**config.mk**
```make
export PLATFORM = sky130hd
export DESIGN_NAME = cbm_core_flat
export DESIGN_NICKNAME = d
export VERILOG_FILES = /design/src/rtl/cbm_pkg.sv /design/src/rtl/cbm_if.sv /design/src/rtl/cbm_attr.sv /design/src/rtl/cbm_core.sv /design/src/flat_wrapper.sv
export SDC_FILE = /design/constraint.sdc
export NUM_CORES = 1
export LEC_CHECK = 0
export ABC_AREA = 1
export BUFFER_PORTS_ARGS = -buffer_cell sky130_fd_sc_hd__clkbuf_2
export CAP_MARGIN = 20
export CORE_AREA = 2 2 88 111
export DETAILED_ROUTE_END_ITERATION = 12
export DIE_AREA = 0 0 90 113
export PLACE_DENSITY = 0.82
export SETUP_SLACK_MARGIN = 0.05
export SLEW_MARGIN = 10
export SYNTH_ARGS = -nofsm -noshare
export SYNTH_HDL_FRONTEND = slang
export SYNTH_SLANG_ARGS = --single-unit
```
**constraint.sdc**
```tcl
create_clock -name i_clk -period 1.6 [get_ports i_clk]
set_clock_uncertainty 0.15 [all_clocks]
set_input_delay 0.32 -clock i_clk [delete_from_list [all_inputs] [get_ports i_clk]]
set_output_delay 0.32 -clock i_clk [all_outputs]
set_load 0.1 [all_outputs]
```
**src/rtl/cbm_pkg.sv**
```systemverilog
// Overview of operation
// - Coherent flush, clean hit: invalidate everywhere
// - Coherent flush, dirty hit: write back, invalidate all
// - Coherent flush miss: remote dirty writes, all invalidate
// - Noncoherent flush: clean local invalidate, miss nothing
// - Noncoherent dirty flush: write back, then local invalidate
// - Write-through and inhibit bits never change maintenance
// - Maintenance access recorded only as a load
// - Coherent icache invalidate reaches every holding processor; UNIFIED skips the local one
// - Noncoherent icache invalidate stays local
// - Icache invalidate without load permission raises storage fault
// - Icache invalidate guaranteed only after instruction sync
// - Instruction sync waits for earlier instructions
// - Instruction sync holds fetch, discards prefetched instructions
// - Instruction sync stays local to executing processor
// - Software: store, barrier, invalidate, sync order
// - Software: multiprocessor unified uses flush not store
// - Four page attributes govern every access
// - W,I local only; guarded forbids speculative access
// - Coherent access signals the coherency mechanism
// - Attributes never stored with cached data
// - Translation off: data 0011, fetch 0001
// - Same-address accesses keep program order
// - Attribute pattern 11x left undefined
package cbm_pkg;
  // Bit positions inside page_access_attributes
  localparam int ATTR_W = 3;
  localparam int ATTR_I = 2;
  localparam int ATTR_M = 1;
  localparam int ATTR_G = 0;
  localparam int ATTR_WIDTH = 4;
  // Patterns used when translation is off
  localparam logic [3:0] ATTR_DATA_REAL = 4'h3;
  localparam logic [3:0] ATTR_INST_REAL = 4'h1;
  // Default effective address width
  localparam int ADDR_WIDTH = 64;

  // Pipeline maintenance commands
  typedef enum logic [1:0]
  {
    CBM_OP_DFLUSH = 2'b00,
    CBM_OP_IINV = 2'b01,
    CBM_OP_ISYNC = 2'b10
  } cbm_op_t;

  // Resolve attributes of an access from translation state
  function automatic logic [3:0] cbm_resolve(input logic [3:0] pte_attr,
                                             input logic trans_en,
                                             input logic fetch);
    if (trans_en)
    begin
      cbm_resolve = pte_attr;
    end
    else
    begin
      cbm_resolve = fetch ? ATTR_INST_REAL : ATTR_DATA_REAL;
    end
  endfunction
endpackage

```
**src/rtl/cbm_if.sv**
```systemverilog
`timescale 1ns/1ps
// Coherency link between the executing processor and the system
interface cbm_if #(parameter int AW = cbm_pkg::ADDR_WIDTH);
  logic req; // Broadcast request, held until done
  logic kind; // 0 data flush, 1 icache invalidate
  logic [AW-1:0] addr; // Target block address
  logic glob; // Access needs memory coherency
  logic done; // One-cycle completion from the system

  // Executing processor end
  modport dev (output req, output kind, output addr, output glob, input done);
  // System coherency end
  modport peer (input req, input kind, input addr, input glob, output done);
endinterface

```
**src/rtl/cbm_attr.sv**
```systemverilog
`timescale 1ns/1ps
// Attribute resolution for one access path
module cbm_attr
(
  input wire logic [3:0] i_pte_attr,
  input wire logic i_trans_en,
  input wire logic i_fetch,
  output logic [3:0] o_attr,
  output logic o_coh,
  output logic o_spec_ok
);
  import cbm_pkg::*;

  // Pure decode; nothing is kept with cached data
  always_comb
  begin
    // Unsupported 11x patterns pass through unchanged
    o_attr = cbm_resolve(i_pte_attr, i_trans_en, i_fetch);
    o_coh = o_attr[ATTR_M];
    o_spec_ok = ~o_attr[ATTR_G];
  end
endmodule

```
**src/rtl/cbm_core.sv**
```systemverilog
`timescale 1ns/1ps
// Executing processor maintenance engine
module cbm_core #(
  parameter int AW = cbm_pkg::ADDR_WIDTH,
  parameter bit UNIFIED = 1'b0
)
(
  input wire logic i_clk,
  input wire logic i_rst_n,
  // Maintenance command from the pipeline
  input wire logic i_op_valid,
  input wire cbm_pkg::cbm_op_t i_op_code,
  input wire logic [AW-1:0] i_op_addr,
  input wire logic [3:0] i_op_attr,
  input wire logic i_load_ok,
  // Local cache lookup and write-back status
  input wire logic i_dc_hit,
  input wire logic i_dc_mod,
  input wire logic i_ic_hit,
  input wire logic i_wb_done,
  // Pipeline completion and translation state
  input wire logic i_older_done,
  input wire logic i_dtrans_en,
  input wire logic i_itrans_en,
  // Ordinary access path
  input wire logic i_acc_valid,
  input wire logic i_acc_fetch,
  input wire logic [3:0] i_acc_attr,
  output logic o_op_ready,
  output logic o_op_done,
  output logic o_dsi,
  output logic o_rec_load,
  output logic [AW-1:0] o_blk_addr,
  output logic o_dc_wb,
  output logic o_dc_inv,
  output logic o_ic_inv,
  output logic o_ic_inv_pend,
  output logic o_fetch_hold,
  output logic o_pf_flush,
  output logic o_acc_valid,
  output logic [3:0] o_acc_attr,
  output logic o_acc_coh,
  output logic o_acc_spec_ok,
  cbm_if.dev bus
);
  import cbm_pkg::*;

  // Engine states
  typedef enum logic [2:0]
  {
    CBM_IDLE = 3'b000,
    CBM_WB = 3'b001,
    CBM_INV = 3'b010,
    CBM_BCAST = 3'b011,
    CBM_SYNC = 3'b100,
    CBM_DONE = 3'b101
  } cbm_state_t;

  cbm_state_t state_r, state_nxt; // Engine state
  logic kind_r, kind_nxt; // 0 data flush, 1 icache invalidate
  logic coh_r, coh_nxt; // Target page is coherent
  logic [AW-1:0] addr_r, addr_nxt; // Target block
  logic ready_r, ready_nxt;
  logic done_r, done_nxt;
  logic dsi_r, dsi_nxt;
  logic rec_r, rec_nxt;
  logic wb_r, wb_nxt;
  logic dinv_r, dinv_nxt;
  logic iinv_r, iinv_nxt;
  logic pend_r, pend_nxt; // Local icache invalidate not yet synced
  logic hold_r, hold_nxt;
  logic pff_r, pff_nxt;
  logic req_r, req_nxt;
  logic acc_v_r, acc_v_nxt;
  logic [3:0] acc_attr_r, acc_attr_nxt;
  logic acc_coh_r, acc_coh_nxt;
  logic acc_spec_r, acc_spec_nxt;
  logic take; // Command accepted this cycle
  logic op_coh; // Coherency bit of the target
  logic [3:0] acc_attr; // Resolved attributes of an access
  logic acc_coh;
  logic acc_spec;

  // Maintenance targets are data-side addresses
  cbm_attr u_op_attr (.i_pte_attr(i_op_attr), .i_trans_en(i_dtrans_en), .i_fetch(1'b0),
    .o_attr(), .o_coh(op_coh), .o_spec_ok());

  // Ordinary access resolution, fetch or data side
  cbm_attr u_acc_attr (.i_pte_attr(i_acc_attr),
    .i_trans_en(i_acc_fetch ? i_itrans_en : i_dtrans_en), .i_fetch(i_acc_fetch),
    .o_attr(acc_attr), .o_coh(acc_coh), .o_spec_ok(acc_spec));

  // Next state of the engine; one command at a time keeps order
  always_comb
  begin
    take = i_op_valid & ready_r;
    state_nxt = state_r;
    kind_nxt = kind_r;
    coh_nxt = coh_r;
    addr_nxt = addr_r;
    dsi_nxt = 1'b0;
    rec_nxt = 1'b0;
    unique case (state_r)
      CBM_IDLE:
      begin
        if (take)
        begin
          addr_nxt = i_op_addr;
          // Only the M bit steers the action, W and I are ignored
          coh_nxt = op_coh;
          kind_nxt = (i_op_code == CBM_OP_IINV);
          unique case (i_op_code)
            CBM_OP_DFLUSH:
            begin
              rec_nxt = 1'b1;
              // Dirty hit writes back first; a local miss broadcasts only when coherent
              state_nxt = (i_dc_hit && i_dc_mod) ? CBM_WB :
                          i_dc_hit ? CBM_INV :
                          op_coh ? CBM_BCAST : CBM_DONE;
            end
            CBM_OP_IINV:
            begin
              rec_nxt = i_load_ok;
              dsi_nxt = ~i_load_ok;
              // A unified cache skips the local invalidate but may still broadcast
              state_nxt = !i_load_ok ? CBM_DONE :
                          (!UNIFIED && i_ic_hit) ? CBM_INV :
                          op_coh ? CBM_BCAST : CBM_DONE;
            end
            CBM_OP_ISYNC:
            begin
              state_nxt = CBM_SYNC;
            end
            default:
            begin
              state_nxt = CBM_DONE;
            end
          endcase
        end
      end
      CBM_WB:
      begin
        // Invalidate only after the write-back is in memory
        if (i_wb_done)
        begin
          state_nxt = CBM_INV;
        end
      end
      CBM_INV:
      begin
        state_nxt = coh_r ? CBM_BCAST : CBM_DONE;
      end
      CBM_BCAST:
      begin
        if (bus.done)
        begin
          state_nxt = CBM_DONE;
        end
      end
      CBM_SYNC:
      begin
        // No link traffic is made for a sync
        if (i_older_done)
        begin
          state_nxt = CBM_DONE;
        end
      end
      CBM_DONE:
      begin
        state_nxt = CBM_IDLE;
      end
      default:
      begin
        state_nxt = CBM_IDLE;
      end
    endcase
    // Outputs follow the next state so they leave flops aligned
    ready_nxt = (state_nxt == CBM_IDLE);
    done_nxt = (state_nxt == CBM_DONE);
    wb_nxt = (state_nxt == CBM_WB);
    dinv_nxt = (state_nxt == CBM_INV) && !kind_nxt;
    iinv_nxt = (state_nxt == CBM_INV) && kind_nxt;
    req_nxt = (state_nxt == CBM_BCAST);
    hold_nxt = (state_nxt == CBM_SYNC);
    pff_nxt = (state_r == CBM_SYNC) && (state_nxt == CBM_DONE);
    // A new invalidate wins over a clear in the same cycle
    pend_nxt = iinv_nxt | (pend_r & ~pff_nxt);
    // Access attributes pass through, never held in cache state
    acc_v_nxt = i_acc_valid;
    acc_attr_nxt = acc_attr;
    acc_coh_nxt = i_acc_valid & acc_coh;
    acc_spec_nxt = acc_spec;
  end

  // Engine and output registers
  always_ff @(posedge i_clk or negedge i_rst_n)
  begin
    if (!i_rst_n)
    begin
      state_r <= CBM_IDLE;
      kind_r <= 1'b0;
      coh_r <= 1'b0;
      addr_r <= '0;
      ready_r <= 1'b1;
      done_r <= 1'b0;
      dsi_r <= 1'b0;
      rec_r <= 1'b0;
      wb_r <= 1'b0;
      dinv_r <= 1'b0;
      iinv_r <= 1'b0;
      pend_r <= 1'b0;
      hold_r <= 1'b0;
      pff_r <= 1'b0;
      req_r <= 1'b0;
      acc_v_r <= 1'b0;
      acc_attr_r <= 4'h0;
      acc_coh_r <= 1'b0;
      acc_spec_r <= 1'b0;
    end
    else
    begin
      state_r <= state_nxt;
      kind_r <= kind_nxt;
      coh_r <= coh_nxt;
      addr_r <= addr_nxt;
      ready_r <= ready_nxt;
      done_r <= done_nxt;
      dsi_r <= dsi_nxt;
      rec_r <= rec_nxt;
      wb_r <= wb_nxt;
      dinv_r <= dinv_nxt;
      iinv_r <= iinv_nxt;
      pend_r <= pend_nxt;
      hold_r <= hold_nxt;
      pff_r <= pff_nxt;
      req_r <= req_nxt;
      acc_v_r <= acc_v_nxt;
      acc_attr_r <= acc_attr_nxt;
      acc_coh_r <= acc_coh_nxt;
      acc_spec_r <= acc_spec_nxt;
    end
  end

  assign o_op_ready = ready_r;
  assign o_op_done = done_r;
  assign o_dsi = dsi_r;
  assign o_rec_load = rec_r;
  assign o_blk_addr = addr_r;
  assign o_dc_wb = wb_r;
  assign o_dc_inv = dinv_r;
  assign o_ic_inv = iinv_r;
  assign o_ic_inv_pend = pend_r;
  assign o_fetch_hold = hold_r;
  assign o_pf_flush = pff_r;
  assign o_acc_valid = acc_v_r;
  assign o_acc_attr = acc_attr_r;
  assign o_acc_coh = acc_coh_r;
  assign o_acc_spec_ok = acc_spec_r;
  assign bus.req = req_r;
  assign bus.kind = kind_r;
  assign bus.addr = addr_r;
  assign bus.glob = req_r & coh_r;
endmodule

```
**src/flat_wrapper.sv**
```systemverilog
// flat-port wrapper written by rule: the top's interface ports become plain ports
module cbm_core_flat import cbm_pkg::*;
#(
  parameter int AW = cbm_pkg::ADDR_WIDTH,
  parameter bit UNIFIED = 1'b0
)
  (i_clk, i_rst_n, i_op_valid, i_op_code, i_op_addr, i_op_attr, i_load_ok, i_dc_hit, i_dc_mod, i_ic_hit, i_wb_done, i_older_done, i_dtrans_en, i_itrans_en, i_acc_valid, i_acc_fetch, i_acc_attr, o_op_ready, o_op_done, o_dsi, o_rec_load, o_blk_addr, o_dc_wb, o_dc_inv, o_ic_inv, o_ic_inv_pend, o_fetch_hold, o_pf_flush, o_acc_valid, o_acc_attr, o_acc_coh, o_acc_spec_ok, bus_req, bus_kind, bus_addr, bus_glob, bus_done);
  cbm_if #(.AW(AW)) bus_i ();
  input wire logic i_clk;
  input wire logic i_rst_n;
  input wire logic i_op_valid;
  input wire cbm_pkg::cbm_op_t i_op_code;
  input wire logic [AW-1:0] i_op_addr;
  input wire logic [3:0] i_op_attr;
  input wire logic i_load_ok;
  input wire logic i_dc_hit;
  input wire logic i_dc_mod;
  input wire logic i_ic_hit;
  input wire logic i_wb_done;
  input wire logic i_older_done;
  input wire logic i_dtrans_en;
  input wire logic i_itrans_en;
  input wire logic i_acc_valid;
  input wire logic i_acc_fetch;
  input wire logic [3:0] i_acc_attr;
  output logic o_op_ready;
  output logic o_op_done;
  output logic o_dsi;
  output logic o_rec_load;
  output logic [AW-1:0] o_blk_addr;
  output logic o_dc_wb;
  output logic o_dc_inv;
  output logic o_ic_inv;
  output logic o_ic_inv_pend;
  output logic o_fetch_hold;
  output logic o_pf_flush;
  output logic o_acc_valid;
  output logic [3:0] o_acc_attr;
  output logic o_acc_coh;
  output logic o_acc_spec_ok;
  output wire logic [$bits(bus_i.req)-1:0] bus_req;
  output wire logic [$bits(bus_i.kind)-1:0] bus_kind;
  output wire logic [$bits(bus_i.addr)-1:0] bus_addr;
  output wire logic [$bits(bus_i.glob)-1:0] bus_glob;
  input wire logic [$bits(bus_i.done)-1:0] bus_done;
  assign bus_req = bus_i.req;
  assign bus_kind = bus_i.kind;
  assign bus_addr = bus_i.addr;
  assign bus_glob = bus_i.glob;
  assign bus_i.done = bus_done;
  cbm_core #(.AW(AW), .UNIFIED(UNIFIED)) u_core (.i_clk(i_clk), .i_rst_n(i_rst_n), .i_op_valid(i_op_valid), .i_op_code(i_op_code), .i_op_addr(i_op_addr), .i_op_attr(i_op_attr), .i_load_ok(i_load_ok), .i_dc_hit(i_dc_hit), .i_dc_mod(i_dc_mod), .i_ic_hit(i_ic_hit), .i_wb_done(i_wb_done), .i_older_done(i_older_done), .i_dtrans_en(i_dtrans_en), .i_itrans_en(i_itrans_en), .i_acc_valid(i_acc_valid), .i_acc_fetch(i_acc_fetch), .i_acc_attr(i_acc_attr), .o_op_ready(o_op_ready), .o_op_done(o_op_done), .o_dsi(o_dsi), .o_rec_load(o_rec_load), .o_blk_addr(o_blk_addr), .o_dc_wb(o_dc_wb), .o_dc_inv(o_dc_inv), .o_ic_inv(o_ic_inv), .o_ic_inv_pend(o_ic_inv_pend), .o_fetch_hold(o_fetch_hold), .o_pf_flush(o_pf_flush), .o_acc_valid(o_acc_valid), .o_acc_attr(o_acc_attr), .o_acc_coh(o_acc_coh), .o_acc_spec_ok(o_acc_spec_ok), .bus(bus_i));
endmodule
```
== Word-level counts from Yosys, hierarchy flattened ==
Index checks and enable logic that the tools add are counted.
Operators by class
  add/sub/neg operators: 0
  $mul: 0
  divide/modulo/power cells: 0
  $lt $le $gt $ge: 0
  eq/ne operators: 11
  shift-type cells: 0
  mux-type cells: 24
  bitwise operators: 8
  reductions and logical operators: 9
Operators with widths (number)
  $mux W3: 10
  $pmux W3 S5: 1
  $eq A3 B2 Y1 const B: 4
  $eq A3 B3 Y1 const B: 3
  $pmux W3 S3: 1
  $mux W1: 8
  $eq A3 B1 Y1 const B: 2
  $logic_not A3 Y1: 2
  $and A1 B1 Y1: 4
  $logic_and A1 B1 Y1: 4
  $mux W2: 2
  $mux W4: 1
  $not A1 Y1: 3
  $eq A2 B1 Y1 const B: 1
  $eq A2 B2 Y1 const B: 1
  $logic_not A2 Y1: 1
  $pmux W1 S2: 1
  $reduce_and A2 Y1: 1
  $logic_not A1 Y1: 1
  $or A1 B1 Y1: 1
Storage, ports and cells
  register bits after elaboration: 87
  bits in latches: 0
  RAM bits: 0
  memory bits (read-only): 0
  bits of input ports: 88
  output and inout bits: 148
  logic and storage cells: 71
  memories: 0

== Longest topological paths before layout ==
  word-level depth: 12
  depth in mapped cells: 9
  depth with buffers taken out: 9

== By module ==
A second synthesis with hierarchy kept.
Second synthesis, totals
  cells, all modules: 463
  area total of the unflattened synthesis: 3940.0 um^2
Modules (own cells, without submodules)
  cbm_core: instances 1, cells an instance 443, area an instance 3849.9 um^2, sequential area each 2178.3 um^2
  cbm_attr: instances 2, cells an instance 10, area an instance 45.0 um^2, sequential area each 0.0 um^2

== Least setup slack after synthesis ==
OpenSTA, ideal clock, no wires.
  path kind: register to output
  from: register u_core.req_r (netlist: u_core.bus.req)
  to: output bus_glob
  arrival time: 1.629 ns
  required time: 1.130 ns
  slack: -0.499 ns
  stages on the path, launching flop included: 3
  path buffers: 0
  cell sequence: dfrtp_1 nand2_1 inv_1
On the way
  cells in the longest elaborated chain, start to end: 1
RTL lines
  start: declaration: RTL line cbm_core.sv:73  | logic req_r, req_nxt;
  start signal: assignment: RTL line cbm_core.sv:236  | req_r <= req_nxt;
  $and A1 B1 Y1: RTL line cbm_core.sv:262  | assign bus.glob = req_r & coh_r;
  end: declaration: RTL line flat_wrapper.sv:44  | output wire logic [$bits(bus_i.glob)-1:0] bus_glob;
No other way between the ends.

== Worst setup path after layout ==
  from: register u_core.ready_r (netlist: u_core.o_op_ready)
  to: register u_core.done_r (netlist: u_core.o_op_done)
On the way
  cells in the longest elaborated chain, start to end: 4
RTL lines
  start: declaration: RTL line cbm_core.sv:63  | logic ready_r, ready_nxt;
  start signal: assignment: RTL line cbm_core.sv:226  | ready_r <= ready_nxt;
  $and A1 B1 Y1: RTL line cbm_core.sv:96  | take = i_op_valid & ready_r;
  $mux W3: RTL line cbm_core.sv:106  | if (take)
  $pmux W3 S5: RTL line cbm_core.sv:103  | unique case (state_r)
  $eq A3 B3 Y1: RTL line cbm_core.sv:179  | done_nxt = (state_nxt == CBM_DONE);
  via u_core.done_nxt: RTL line cbm_core.sv:64  | logic done_r, done_nxt;
  end signal: assignment: RTL line cbm_core.sv:227  | done_r <= done_nxt;
  end: declaration: RTL line cbm_core.sv:64
The timed path passes the listed nets, and every way through them passes these cells.
A chain may end at the register's enable or synchronous reset.

==> results.md <==
- Dpl ws: -0.06311 ns
- F_max: 599.1 MHz
- Post-Synthesis Cells: 461
- Slew margin rel.: 68.77%
- Clock sinks: 87
- Share of cells above drive strength 1: 61.70%
- Finished Core Util: 86.26%
- Worst Hold Class: in -> reg
- Area share of the largest cell type after synthesis: approximately 54%
- Final period util: 104.3%
- Critical path peak fanout: 4
- Post-route setup slack: -0.06926 ns
- Clock Tree Root: clkbuf_16
- Reg clk slew, reported paths: 0.06 ns
- Ys Warns: 0
- Wirelength per Cell: 21.32 um
- First-pass GRT wire length: 22.61 mm
- IO buf count: 232
- CTS Buf Count: 9
- Critical Path AT: 1.79 ns
- Register area share after synthesis: 55.09%
- Number of remaining DRC errors: 0
- Antenna-violating nets left: 0
- # diodes: 0
- Row count: 39
- RePlAce Congestion: about 0.85
- Antenna violations before repair: 0
- DR vias/cell: 5.059
- RR Startpoint: u_core.o_op_ready
- Setup violators final: 59
- Yosys reg bits: 87
- RSZ-0062 raised after global routing: yes
- Status: complete, but fails checks
- Nature of the critical path endpoint: flop
- Synth area leaders: dfrtp_1 54%, nand2_1 21%, buf_4 12%
- Slew at the pin closest to its max-slew limit: about 0.47 ns
- H-tree Lvls: 3
- Fin nets: around 740
- Commonest non-fill, non-tap cells in the layout: 176 x nand2_1, 141 x buf_12, 83 x clkbuf_2
- Synth-to-Final Area Change: 98.01%
- Max reg flops: 64
- Die Y: between 100 and 150 um
- Core Region: a little over 9000 um2
- Clock period minus worst slack: 1.669 ns
- Routed wire length: 16.65 mm
- Dpl hpwl: 10.26 mm
- Setup TNS: -1.417 ns
- Final hold vios: 0
- Die ar.: approximately 10,000 um2
- Worst Setup SP: u_core.o_op_ready
- Setup CP Type: reg -> reg
- Reg2Reg Setup Slack: -0.07 ns
- I/O pin total: about 240
- CTS tree: built
- Synth area leader: dfrtp_1
- Final Max Tran Viols: 0
- Mapped Area: 3954 um2
- Clock latency on the worst-skew pair: roughly 0.33 ns
- Synthesized area per cell: 8.577 um2
- Clock tree buffer depth: 2
- All-Layer GR Usage: between 20 and 30%
- GR Overflow Total: 0
- Number of DRC markers in iteration 0: 285
- Yosys cell types: 25
- Max Cap Viol: 0
- Largest net degree at the start of global routing: 88
- Drt pass-1 iters: 4
- Fill cells: 397
- CP startpoint kind: flop
- Mapped Nets: 549
- Failing checks: negative setup slack
- Routed vias: 3,951
- Most common cell after layout, fill and taps aside: nand2_1
- CP required: approximately 1.7 ns
- Die width: 90 um
- Initial Util: 43.56%
- Vias in the first global route: between 4,000 and 5,000
- Hold_sp: i_acc_attr[0]
## metal layers
layer	wire length [um]	GRT usage, %	share of wire, %	vias to the layer above
li1	-	-	-	1714
met1	5439	30.27	33	1902
met2	9176	53.38	55	271
met3	1163	7.390	7.0	64
met4	873	15.08	5.2	0
met5	0	0	0	-
## path summary, 6_finish.rpt
kind                                             end  cells past startpoint
max in group asynchronous             u_core.bus.req                      3
worst max register to register      u_core.o_op_done                      7
min in group asynchronous        u_core.bus.addr[16]                      3
worst min register to register  u_core.o_ic_inv_pend                      2
worst min-delay path            u_core.o_acc_spec_ok                      2
worst max-delay path                u_core.o_op_done                      7
## cell usage after synthesis, drive strengths merged
| master | count |
|---|---|
| nand3 | 11 |
| a31oi | 1 |
| nor3b | 1 |
| nand2 | 227 |
| nor2 | 20 |
| nand2b | 1 |
| clkbuf | 1 |
| o21ai | 2 |
| nand3b | 1 |
| nor4 | 1 |
| inv | 26 |
| nand4 | 1 |
| o21a | 1 |
| nor3 | 1 |
| dfstp | 1 |
| buf | 77 |
| a21oi | 2 |
| dfrtp | 86 |
## area by class of cell
cell class	count	area, um2	share of cell area, %
clock inverters	5	25.02	0.3196
well taps	123	153.9	1.966
multi-input cells	271	1368	17.47
clock buffers	11	232.7	2.973
flip-flops and latches	87	2265	28.93
inverters	26	103.9	1.327
repair buffers	258	3681	47.02
## metrics by stage
step,hold WS [ns],cells,instance area [um2]
floorplan,-0.1256,461,4121
global placement,0.2336,744,6938
detailed placement,0.2576,744,6938
CTS,0.006407,772,7438
global route,0.008952,781,7829
finish,0.02036,781,7829
## critical path, stage by stage (launching register included)
cell and delay (ns):
dfstp_4 0.65, nand2_4 0.09, inv_4 0.07, nand3_2 0.17, a21oi_4 0.22, buf_4 0.14
o21ai_1 0.06, inv_1 0.06
## timing repair
action                                  in CTS  in global routing
buffers inserted                             5                  4
gates cloned                                 5                  5
resized for setup                           16                 73
hold endpoints to repair                    87                  0
pin swaps                                    3                  5
endpoints found under the setup margin      69                 68
hold buffers                                 2                  0
## kinds of logic after synthesis
family	count (synthesis)	synth area share (%)
and+or+nand+nor	264	26.46
DFF	87	55.09
AOI/OAI and AO/OA	6	0.8546
buffers and inverters	104	17.60
Power is left out: the tool's default activity adds up to more than one toggle a clock period on the data nets, which glitch-free logic cannot reach.
